$ cat src/include/spi_fr_pkg.sv
/*
  shared constants and types for the serial register port and the
  fast reconfiguration port of the nco programming block.
  assumes nothing beyond a systemverilog compiler.
*/
package spi_fr_pkg;
  // serial port framing
  localparam int SPI_ADDR_W = 15;
  localparam logic [3:0] SPI_HDR_LAST = 4'hf;
  localparam logic [3:0] SPI_BYTE_LAST = 4'h7;
  localparam logic [3:0] CNT_ONE = 4'h1;
  localparam logic [14:0] SPI_ADDR_ONE = 15'h0001;
  // serial register locations and fields
  localparam logic [14:0] REG_CFG_A = 15'h0000;
  localparam logic [14:0] REG_CTRL = 15'h0001;
  localparam int ADDRESS_DIRECTION_BIT_POS = 5;
  localparam int FAST_EN_POS = 0;
  localparam int SRC_POS = 1;
  localparam logic [7:0] CFG_A_RST = 8'h20;
  localparam logic [7:0] BYTE_ZERO = 8'h00;
  // sync source codes
  localparam logic [1:0] SRC_FAST = 2'h0;
  localparam logic [1:0] SRC_EXT = 2'h1;
  // fast port framing
  localparam int NCO_N = 4;
  localparam logic [2:0] FAST_HDR_NIB = 3'h4;
  localparam logic [2:0] NIB_ONE = 3'h1;
  localparam logic [13:0] FAST_ADDR_ONE = 14'h0001;
  localparam int WRITE_POS = 3;
  localparam int TSYNC_POS = 2;
  // fast port register map
  localparam logic [13:0] ACC_MASK_ADDR = 14'h00ff;
  localparam logic [13:0] LONG_BASE = 14'h0100;
  localparam logic [13:0] LONG_END = 14'h011f;
  localparam logic [13:0] PHASE_BASE = 14'h0120;
  localparam logic [13:0] PHASE_END = 14'h0127;
  localparam logic [13:0] SHORT_BASE = 14'h0128;
  localparam logic [13:0] SHORT_END = 14'h0137;
  localparam logic [3:0] ACC_MASK_RST = 4'hf;

  typedef enum logic [2:0] {
    SPI_IDLE = 3'b001,
    SPI_HDR = 3'b010,
    SPI_DATA = 3'b100
  } spi_state_t;

  // serial pins as seen after synchronising
  typedef struct packed {
    logic sclk;
    logic sel_n;
    logic sdi;
  } spi_pin_t;

  // fast port pins as seen after synchronising
  typedef struct packed {
    logic clk;
    logic sel_n;
    logic [3:0] data;
  } fast_pin_t;

  // words handed to the nco datapath
  typedef struct packed {
    logic [NCO_N-1:0][63:0] base_word_a;
    logic [NCO_N-1:0][15:0] phase;
  } nco_words_t;
endpackage

$ cat src/verilog/nco_prog_ports.sv
/*
  serial register port and write-only fast reconfiguration port that
  program four nco frequency and phase words.
  assumes both host clocks are far slower than clk so that every edge
  is seen after synchronising; the nco datapath picks fast or base words.
*/
`timescale 1ns/1ps
`default_nettype none
// Contract
// select low for whole serial access
// sample serial input on clock rise
// access is direction, 15-bit address, byte
// first bit one reads, zero writes
// msb first, low byte at low address
// write stores last byte at address
// read drives register during last byte
// serial output released outside read data
// more bytes stream while select low
// stream address steps, direction from cfg bit
// fast port is write-only, nibble wide
// fast header: write, sync flag, address
// fast address decrements after each byte
// fast byte committed on its last nibble
// fast fields sent high nibble first
// sync flag fires event on select release
// host completes at least first data byte
// mask resets selected accumulators when enabled
// long word replaces base; upper half aliased
// short word sets only upper 32 bits
// fast phase replaces base phase when enabled; code applies it on every sync even with fast_en low
// new words wait for chosen sync event
// host holds fast select for transaction
module nco_prog_ports #(
  parameter int CFG_DEPTH = 16
) (
  // clock and reset
  input wire logic clk,
  input wire logic nrst,
  // serial register port pins
  input wire logic serial_clk,
  input wire logic serial_select_n,
  input wire logic serial_in,
  output logic serial_out,
  output logic serial_out_oe,
  // fast reconfiguration port pins
  input wire logic fast_clk,
  input wire logic fast_port_select_n,
  input wire logic [3:0] fast_data,
  // external sync event, clk domain pulse
  input wire logic ext_sync,
  // nco side
  output spi_fr_pkg::nco_words_t nco_words,
  output logic [spi_fr_pkg::NCO_N-1:0] nco_acc_reset,
  output logic nco_sync,
  output logic fast_active
);
  localparam int CW = $clog2(CFG_DEPTH);

  spi_fr_pkg::spi_pin_t sp;
  spi_fr_pkg::fast_pin_t fp;

  // serial group state
  spi_fr_pkg::spi_state_t spi_state_ff, nxt_spi_state;
  logic [3:0] bit_cnt_ff, nxt_bit_cnt;
  logic [14:0] shin_ff, nxt_shin;
  logic rd_ff, nxt_rd;
  logic [14:0] spi_addr_ff, nxt_spi_addr;
  logic [7:0] out_sh_ff, nxt_out_sh;
  logic serial_out_ff, nxt_serial_out;
  logic serial_out_oe_ff, nxt_serial_out_oe;
  logic sclk_prev_ff;
  logic [7:0] cfg_ff [CFG_DEPTH];
  logic [7:0] nxt_cfg [CFG_DEPTH];
  logic wr_stb, sclk_rise, sclk_fall, address_direction_bit;
  logic [7:0] wr_byte;
  logic [14:0] step_addr;

  // fast port group state
  logic [2:0] nib_ff, nxt_nib;
  logic hi_ff, nxt_hi;
  logic [3:0] hold_ff, nxt_hold;
  logic [13:0] fast_addr_ff, nxt_fast_addr;
  logic tsync_ff, nxt_tsync;
  logic wok_ff, nxt_wok;
  logic fclk_prev_ff, fsel_prev_ff;
  logic [spi_fr_pkg::NCO_N-1:0][7:0][7:0] pend_long_ff, nxt_pend_long;
  logic [spi_fr_pkg::NCO_N-1:0][1:0][7:0] pend_phase_ff, nxt_pend_phase;
  logic [3:0] mask_ff, nxt_mask;
  logic fclk_rise, fire, commit;
  logic [7:0] fbyte;
  logic [13:0] off;

  // apply group state
  spi_fr_pkg::nco_words_t nco_words_ff, nxt_nco_words;
  logic [3:0] acc_reset_ff, nxt_acc_reset;
  logic nco_sync_ff, sync_evt, fast_en;
  logic [1:0] src;

  // input synchronisers
  sync3 #(.W(3), .RST_VAL(3'b010)) u_spi_sync (
    .clk(clk),
    .nrst(nrst),
    .d({serial_clk, serial_select_n, serial_in}),
    .q(sp)
  );
  sync3 #(.W(6), .RST_VAL(6'b010000)) u_fast_sync (
    .clk(clk),
    .nrst(nrst),
    .d({fast_clk, fast_port_select_n, fast_data}),
    .q(fp)
  );

  function automatic logic [7:0] rd_byte(input logic [14:0] a);
    rd_byte = spi_fr_pkg::BYTE_ZERO;
    if (int'(a) < CFG_DEPTH) begin
      rd_byte = cfg_ff[a[CW-1:0]];
    end
  endfunction

  // edges and config fields
  assign sclk_rise = sp.sclk & ~sclk_prev_ff;
  assign sclk_fall = ~sp.sclk & sclk_prev_ff;
  assign address_direction_bit = cfg_ff[spi_fr_pkg::REG_CFG_A[CW-1:0]][spi_fr_pkg::ADDRESS_DIRECTION_BIT_POS];
  assign fast_en = cfg_ff[spi_fr_pkg::REG_CTRL[CW-1:0]][spi_fr_pkg::FAST_EN_POS];
  assign src = cfg_ff[spi_fr_pkg::REG_CTRL[CW-1:0]][spi_fr_pkg::SRC_POS +: 2];
  assign step_addr = address_direction_bit ? 15'(spi_addr_ff + spi_fr_pkg::SPI_ADDR_ONE)
                            : 15'(spi_addr_ff - spi_fr_pkg::SPI_ADDR_ONE);

  // serial framing, shift in and shift out
  always_comb begin
    nxt_spi_state = spi_state_ff;
    nxt_bit_cnt = bit_cnt_ff;
    nxt_shin = shin_ff;
    nxt_rd = rd_ff;
    nxt_spi_addr = spi_addr_ff;
    nxt_out_sh = out_sh_ff;
    nxt_serial_out = serial_out_ff;
    nxt_serial_out_oe = serial_out_oe_ff;
    wr_stb = 1'b0;
    wr_byte = {shin_ff[6:0], sp.sdi};
    if (sp.sel_n) begin
      nxt_spi_state = spi_fr_pkg::SPI_IDLE;
      nxt_bit_cnt = '0;
      nxt_serial_out_oe = 1'b0;
    end else begin
      case (spi_state_ff)
        spi_fr_pkg::SPI_IDLE, spi_fr_pkg::SPI_HDR: begin
          nxt_spi_state = spi_fr_pkg::SPI_HDR;
          if (sclk_rise) begin
            nxt_shin = {shin_ff[13:0], sp.sdi};
            nxt_bit_cnt = 4'(bit_cnt_ff + spi_fr_pkg::CNT_ONE);
            if (bit_cnt_ff == spi_fr_pkg::SPI_HDR_LAST) begin
              nxt_rd = shin_ff[14];
              nxt_spi_addr = {shin_ff[13:0], sp.sdi};
              nxt_out_sh = rd_byte({shin_ff[13:0], sp.sdi});
              nxt_bit_cnt = '0;
              nxt_spi_state = spi_fr_pkg::SPI_DATA;
            end
          end
        end
        spi_fr_pkg::SPI_DATA: begin
          if (sclk_rise) begin
            nxt_shin = {shin_ff[13:0], sp.sdi};
            nxt_bit_cnt = 4'(bit_cnt_ff + spi_fr_pkg::CNT_ONE);
            if (bit_cnt_ff == spi_fr_pkg::SPI_BYTE_LAST) begin
              nxt_bit_cnt = '0;
              wr_stb = ~rd_ff;
              nxt_spi_addr = step_addr;
              nxt_out_sh = rd_byte(step_addr);
            end
          end else if (sclk_fall && rd_ff) begin
            nxt_serial_out = out_sh_ff[7];
            nxt_out_sh = {out_sh_ff[6:0], 1'b0};
            nxt_serial_out_oe = 1'b1;
          end
        end
        default: begin
          nxt_spi_state = spi_fr_pkg::SPI_IDLE;
        end
      endcase
    end
  end

  // register storage written by the serial port
  always_comb begin
    nxt_cfg = cfg_ff;
    if (wr_stb && int'(spi_addr_ff) < CFG_DEPTH) begin
      nxt_cfg[spi_addr_ff[CW-1:0]] = wr_byte;
    end
  end

  always_ff @(posedge clk) begin
    if (!nrst) begin
      spi_state_ff <= spi_fr_pkg::SPI_IDLE;
      bit_cnt_ff <= '0;
      shin_ff <= '0;
      rd_ff <= 1'b0;
      spi_addr_ff <= '0;
      out_sh_ff <= '0;
      serial_out_ff <= 1'b0;
      serial_out_oe_ff <= 1'b0;
      sclk_prev_ff <= 1'b0;
      for (int i = 0; i < CFG_DEPTH; i++) begin
        cfg_ff[i] <= spi_fr_pkg::BYTE_ZERO;
      end
      cfg_ff[spi_fr_pkg::REG_CFG_A[CW-1:0]] <= spi_fr_pkg::CFG_A_RST;
    end else begin
      spi_state_ff <= nxt_spi_state;
      bit_cnt_ff <= nxt_bit_cnt;
      shin_ff <= nxt_shin;
      rd_ff <= nxt_rd;
      spi_addr_ff <= nxt_spi_addr;
      out_sh_ff <= nxt_out_sh;
      serial_out_ff <= nxt_serial_out;
      serial_out_oe_ff <= nxt_serial_out_oe;
      sclk_prev_ff <= sp.sclk;
      cfg_ff <= nxt_cfg;
    end
  end

  // fast port edges
  assign fclk_rise = fp.clk & ~fclk_prev_ff;
  assign fire = fp.sel_n & ~fsel_prev_ff & tsync_ff;
  assign commit = fclk_rise & ~fp.sel_n & (nib_ff == spi_fr_pkg::FAST_HDR_NIB) & hi_ff;
  assign fbyte = {hold_ff, fp.data};

  // fast header, nibble pairing and byte commit
  always_comb begin
    nxt_nib = nib_ff;
    nxt_hi = hi_ff;
    nxt_hold = hold_ff;
    nxt_fast_addr = fast_addr_ff;
    nxt_tsync = tsync_ff;
    nxt_wok = wok_ff;
    nxt_pend_long = pend_long_ff;
    nxt_pend_phase = pend_phase_ff;
    nxt_mask = mask_ff;
    off = '0;
    if (fp.sel_n) begin
      nxt_nib = '0;
      nxt_hi = 1'b0;
      nxt_tsync = 1'b0;
    end else if (fclk_rise) begin
      if (nib_ff == '0) begin
        nxt_wok = ~fp.data[spi_fr_pkg::WRITE_POS];
        nxt_tsync = fp.data[spi_fr_pkg::TSYNC_POS];
        nxt_fast_addr = {12'h000, fp.data[1:0]};
        nxt_nib = 3'(nib_ff + spi_fr_pkg::NIB_ONE);
      end else if (nib_ff != spi_fr_pkg::FAST_HDR_NIB) begin
        nxt_fast_addr = {fast_addr_ff[9:0], fp.data};
        nxt_nib = 3'(nib_ff + spi_fr_pkg::NIB_ONE);
      end else if (!hi_ff) begin
        nxt_hold = fp.data;
        nxt_hi = 1'b1;
      end else begin
        nxt_hi = 1'b0;
        nxt_fast_addr = 14'(fast_addr_ff - spi_fr_pkg::FAST_ADDR_ONE);
        if (wok_ff) begin
          if (fast_addr_ff == spi_fr_pkg::ACC_MASK_ADDR) begin
            nxt_mask = fbyte[3:0];
          end else if (fast_addr_ff >= spi_fr_pkg::LONG_BASE &&
                       fast_addr_ff <= spi_fr_pkg::LONG_END) begin
            off = 14'(fast_addr_ff - spi_fr_pkg::LONG_BASE);
            nxt_pend_long[off[4:3]][off[2:0]] = fbyte;
          end else if (fast_addr_ff >= spi_fr_pkg::PHASE_BASE &&
                       fast_addr_ff <= spi_fr_pkg::PHASE_END) begin
            off = 14'(fast_addr_ff - spi_fr_pkg::PHASE_BASE);
            nxt_pend_phase[off[2:1]][off[0]] = fbyte;
          end else if (fast_addr_ff >= spi_fr_pkg::SHORT_BASE &&
                       fast_addr_ff <= spi_fr_pkg::SHORT_END) begin
            off = 14'(fast_addr_ff - spi_fr_pkg::SHORT_BASE);
            nxt_pend_long[off[3:2]][{1'b1, off[1:0]}] = fbyte;
          end
        end
      end
    end
  end

  always_ff @(posedge clk) begin
    if (!nrst) begin
      nib_ff <= '0;
      hi_ff <= 1'b0;
      hold_ff <= '0;
      fast_addr_ff <= '0;
      tsync_ff <= 1'b0;
      wok_ff <= 1'b0;
      fclk_prev_ff <= 1'b0;
      fsel_prev_ff <= 1'b1;
      pend_long_ff <= '0;
      pend_phase_ff <= '0;
      mask_ff <= spi_fr_pkg::ACC_MASK_RST;
    end else begin
      nib_ff <= nxt_nib;
      hi_ff <= nxt_hi;
      hold_ff <= nxt_hold;
      fast_addr_ff <= nxt_fast_addr;
      tsync_ff <= nxt_tsync;
      wok_ff <= nxt_wok;
      fclk_prev_ff <= fp.clk;
      fsel_prev_ff <= fp.sel_n;
      pend_long_ff <= nxt_pend_long;
      pend_phase_ff <= nxt_pend_phase;
      mask_ff <= nxt_mask;
    end
  end

  // sync event applies pending words and accumulator resets
  assign sync_evt = (src == spi_fr_pkg::SRC_FAST && fire) ||
                    (src == spi_fr_pkg::SRC_EXT && ext_sync);
  always_comb begin
    nxt_nco_words = nco_words_ff;
    nxt_acc_reset = '0;
    if (sync_evt) begin
      nxt_nco_words.base_word_a = pend_long_ff;
      nxt_nco_words.phase = pend_phase_ff;
      if (fast_en) begin
        nxt_acc_reset = mask_ff;
      end
    end
  end

  always_ff @(posedge clk) begin
    if (!nrst) begin
      nco_words_ff <= '0;
      acc_reset_ff <= '0;
      nco_sync_ff <= 1'b0;
    end else begin
      nco_words_ff <= nxt_nco_words;
      acc_reset_ff <= nxt_acc_reset;
      nco_sync_ff <= sync_evt;
    end
  end

  // outputs, all from flops
  assign serial_out = serial_out_ff;
  assign serial_out_oe = serial_out_oe_ff;
  assign nco_words = nco_words_ff;
  assign nco_acc_reset = acc_reset_ff;
  assign nco_sync = nco_sync_ff;
  assign fast_active = fast_en;
endmodule
`default_nettype wire

$ cat src/verilog/sync3.sv
/*
  three-flop input synchroniser with agreement filter.
  assumes inputs are asynchronous to clk; output moves once the
  second and third stages agree.
*/
`timescale 1ns/1ps
`default_nettype none
module sync3 #(
  parameter int W = 1,
  parameter logic [W-1:0] RST_VAL = '0
) (
  // clock and reset
  input wire logic clk,
  input wire logic nrst,
  // asynchronous in, filtered out
  input wire logic [W-1:0] d,
  output logic [W-1:0] q
);
  logic [W-1:0] s1_ff, s2_ff, s3_ff, q_ff, nxt_q;

  // take a bit only when the last two stages agree
  always_comb begin
    nxt_q = q_ff;
    for (int i = 0; i < W; i++) begin
      if (s2_ff[i] == s3_ff[i]) begin
        nxt_q[i] = s3_ff[i];
      end
    end
  end

  // stages, first one read only by the second
  always_ff @(posedge clk) begin
    if (!nrst) begin
      s1_ff <= RST_VAL;
      s2_ff <= RST_VAL;
      s3_ff <= RST_VAL;
      q_ff <= RST_VAL;
    end else begin
      s1_ff <= d;
      s2_ff <= s1_ff;
      s3_ff <= s2_ff;
      q_ff <= nxt_q;
    end
  end

  assign q = q_ff;
endmodule
`default_nettype wire

$ cat config.mk
export PLATFORM = sky130hd
export DESIGN_NAME = nco_prog_ports
export DESIGN_NICKNAME = d
export VERILOG_FILES = /design/src/include/spi_fr_pkg.sv /design/src/verilog/nco_prog_ports.sv /design/src/verilog/sync3.sv
export SDC_FILE = /design/constraint.sdc
export NUM_CORES = 2
export LEC_CHECK = 0
export BUFFER_PORTS_ARGS = -buffer_cell sky130_fd_sc_hd__buf_2
export CAP_MARGIN = 5
export CORE_MARGIN = 2
export CORE_UTILIZATION = 40
export DETAILED_ROUTE_END_ITERATION = 12
export PLACE_DENSITY = 0.6
export SKIP_CTS_REPAIR_TIMING = 1
export SYNTH_ARGS = -nofsm -noshare
export SYNTH_HDL_FRONTEND = slang
export SYNTH_SLANG_ARGS = --single-unit
$ cat constraint.sdc
create_clock -name clk -period 2.7 [get_ports clk]
set_input_delay 0.81 -clock clk [delete_from_list [all_inputs] [get_ports clk]]
set_output_delay 0.81 -clock clk [all_outputs]
set_load 0.05 [all_outputs]
==> metrics.csv <==
stage;metric;value;unit
detailed_routing;total length of routed wires;103;mm
critical_path;CP Launch Type;register;
critical_path;crit path cell chain;inv_8 > ha_1 > o21ai_2 > nor3_1 > or3b_4 > or4_4 > nor4_4 > nand4_4 > a21oi_2;
layout;non-filler cells, final;5572;
synth;post-synth top area cell;dfxtp_1;
critical_path;Buf/Inv on CP;1;
layout;multi-input logic area;17000;um^2
layout;register area;17800;um^2
sta;Final period util;106;%
cts;Clock Latency Late Sink;0.66;ns
cts;CTS H-tree depth;3;
synth;Seq/Total Area, Yosys;49.5;%
sta;Final min period;2.85;ns
synth;Cells after Synth;4032;
synth;number of synthesized flops with an enable pin;0;
layout;Nets;4366;
synth;Yosys reg bits;888;
detailed_routing;drc violations;0;
power;maximum VDD drop;0.000441;V
detailed_routing;DR WL/cell;18.5;um
layout;Area growth, synth to finish;20.0;%
synth;Primary FF master, synth;dfxtp_1;
synth;Synth top area share;49.5;%
layout;ANT cells;0;
sta;# setup viols final;8;
synth;Syn Nets;4066;
power;pwr dens;628;nW/um^2
sta;Worst Skew;0.0264;ns
detailed_routing;via count;28900;
cts;CTS tree;yes;
cts;Bufs on Longest Clock Path;3;
floorplanning;Starting Density;40.5;%
grt;initial antenna violation count;0;
placed_design;DP HPWL;67.2;mm
floorplanning;DIE AREA;92200;um^2
floorplanning;# rows;109;
power;Tot Pwr;0.0271;W
layout;filler instances;8557;
run_status;outcome;finished, violations left;
critical_path;CP max FO;8;
sta;Worst-Margin Slew;0.842;ns
critical_path;CP max stage cell;or4_4;
cts;CTS Sinks;888;
synth;Syn Std Cell Area;35900;um^2
critical_path;slowest cell delay on critical path;0.55;ns
critical_path;worst path arrival time;3.43;ns
critical_path;worst path required time;3.28;ns
grt;vias in the first global route;27400;
detailed_routing;Via density;5.18;
sta;Slew headroom;43.8;%
grt;largest net degree at the start of global routing;140;
critical_path;Setup crit end kind;register;
cts;Reg clk slew, reported paths;0.06;ns
placed_design;gp weighted congestion;0.872;
synth;Post-synth ARST share;0;%
flow_run;Max Cap Viol;0;
critical_path;Crit Path Category;reg2reg;
floorplanning;CORE AREA;88600;um^2
detailed_routing;DR iter-0 viols;2178;
floorplanning;chip width;304;um
sta;Slew Limit Fails;0;
sta;Fin. Hold Viols;0;
placed_design;Port Buffers;339;
critical_path;critical path's top delay family;simple AND/OR/NAND/NOR gates;
grt;Global Route Usage Sum;21.8;%
synth;Synth area leaders;dfxtp_1 50%, nand2_1 12%, mux2i_1 7.1%;
detailed_routing;Antenna Violating Nets Remaining;0;
layout;share of layout cells above drive strength 1;18.7;%
worst_hold_path;Hold Path Class;in2reg;
run_status;failing checks;negative setup slack;
placed_design;Cells after DPL;5398;
sta;Hold WS;0.343;ns
grt;total grt overflow;0;
synth;unique cell type count in the Yosys netlist;80;
sta;fmax;0.351;GHz
cts;CTS buffer count;95;
floorplanning;die height;304;um
power;Leak;16.2;nW
floorplanning;IO Pins;340;
sta;RSZ-0062 raised after global routing;true;
cts;Root Driver;clkbuf_16;
synth;Syn Area/Cell;8.91;um^2
synth;synth warn;0;
grt;first-pass GRT wire length;162;mm
detailed_routing;first-pass iteration count of the detailed router;5;
sta;final worst setup slack;-0.150;ns
[final timing paths]
check                                     startpoint                              end  slack (ns)  depth (start not counted)
setup reg to reg  address_direction_bit$_SDFFE_PN1P_        out_sh_ff[6]$_SDFFE_PN0P_       -0.15                          9
setup / recovery  address_direction_bit$_SDFFE_PN1P_        out_sh_ff[6]$_SDFFE_PN0P_       -0.15                          9
hold reg to reg      u_fast_sync.s1_ff[4]$_SDFF_PN1_  u_fast_sync.s2_ff[4]$_SDFF_PN1_        0.41                          1
hold / removal                       serial_select_n   u_spi_sync.s1_ff[1]$_SDFF_PN1_        0.34                          2
[routing by layer]
| metal | global-route usage (%) | wire length (um) |
|---|---|---|
| met5 | 0 | 0 |
| met3 | 3.30 | 4750 |
| met4 | 4.92 | 1690 |
| met2 | 35.7 | 47900 |
| met1 | 30.4 | 48700 |
[layout make-up]
type / count / share of cell area, %
inverter: 32 / 0.314
multi-input combinational: 2805 / 39.4
tap: 1165 / 3.38
timing repair buffer: 510 / 7.95
clock inverter: 34 / 1.13
clock buffer: 138 / 6.54
sequential: 888 / 41.3
[flip-flops by register name (all words and copies together), names as in the netlist, 3 cells and up]
name	count
u_spi_sync.q	3
u_fast_sync.s3_ff	6
nco_words	320
spi_state_ff	3
cfg_ff	126
pend_long_ff	256
out_sh_ff	8
u_fast_sync.s2_ff	6
u_spi_sync.s2_ff	3
u_spi_sync.s3_ff	3
nco_acc_reset	4
spi_addr_ff	15
nib_ff	3
fast_addr_ff	14
mask_ff	4
hold_ff	4
u_fast_sync.q	6
u_spi_sync.s1_ff	3
shin_ff	15
u_fast_sync.s1_ff	6
bit_cnt_ff	4
pend_phase_ff	64
[stage by stage]
step	instance area (um^2)	TNS (ns)	utilization [%]	setup slack, ns
after floorplan	35900	0	-	0.0422
after global placement	39600	-0.889	44.7	-0.129
after detailed placement	39600	-1.05	44.7	-0.180
after CTS	42900	-1.24	48.4	-0.204
after global routing	43100	-2.52	48.6	-0.296
final	43100	-1.09	48.6	-0.150
[cells in the mapped netlist, types with 3 or more instances]
library cell,number
a21boi_0,200
a21o_1,5
a21oi_1,390
a21oi_2,3
a22oi_1,4
a311oi_1,6
a31oi_1,12
and2_1,36
and3_1,13
and4_1,3
buf_1,24
buf_2,18
clkbuf_1,261
dfxtp_1,888
ha_1,21
inv_1,32
mux2i_1,255
mux4_2,79
nand2_1,1106
nand2b_1,9
nand3_1,141
nand4_1,19
nor2_1,117
nor2b_1,196
nor3_1,19
nor3_2,3
nor3b_1,4
nor4_1,9
o211a_1,7
o211ai_1,7
o21ai_0,38
o221ai_1,12
o22ai_1,3
o31ai_1,9
or3_1,8
xnor2_1,8
xor2_1,9
[kinds of logic after synthesis]
family          after synthesis  share of synthesized area [%]
mux                         336                           12.2
fa+ha+maj                    22                          0.788
buf+inv                     339                           3.69
simple gates               1716                           21.3
flops                       888                           49.5
xor+xnor                     17                          0.415
compound gates              714                           12.1
[report_power, final]
part | internal [W] | total [W] | leakage [nW] | switching (W)
clock network | 0.00820 | 0.0136 | 1.63 | 0.00538
logic | 0.000124 | 0.000347 | 7.37 | 0.000223
registers | 0.0131 | 0.0131 | 7.16 | 0.00000693
total | 0.0214 | 0.0271 | 16.2 | 0.00561
[layout by cell type (no fill, tap or decap), types with 30 or more instances in the layout]
| cell | n |
|---|---|
| mux2i_1 | 255 |
| nor2b_1 | 196 |
| buf_4 | 135 |
| nor2_1 | 115 |
| and2_1 | 36 |
| nand3_1 | 140 |
| dfxtp_1 | 876 |
| clkbuf_16 | 96 |
| buf_2 | 338 |
| inv_1 | 30 |
| o21ai_0 | 38 |
| a21boi_0 | 200 |
| a21oi_1 | 385 |
| mux4_2 | 79 |
| buf_12 | 34 |
| nand2_1 | 1103 |
(Power assumes the default switching activity.)
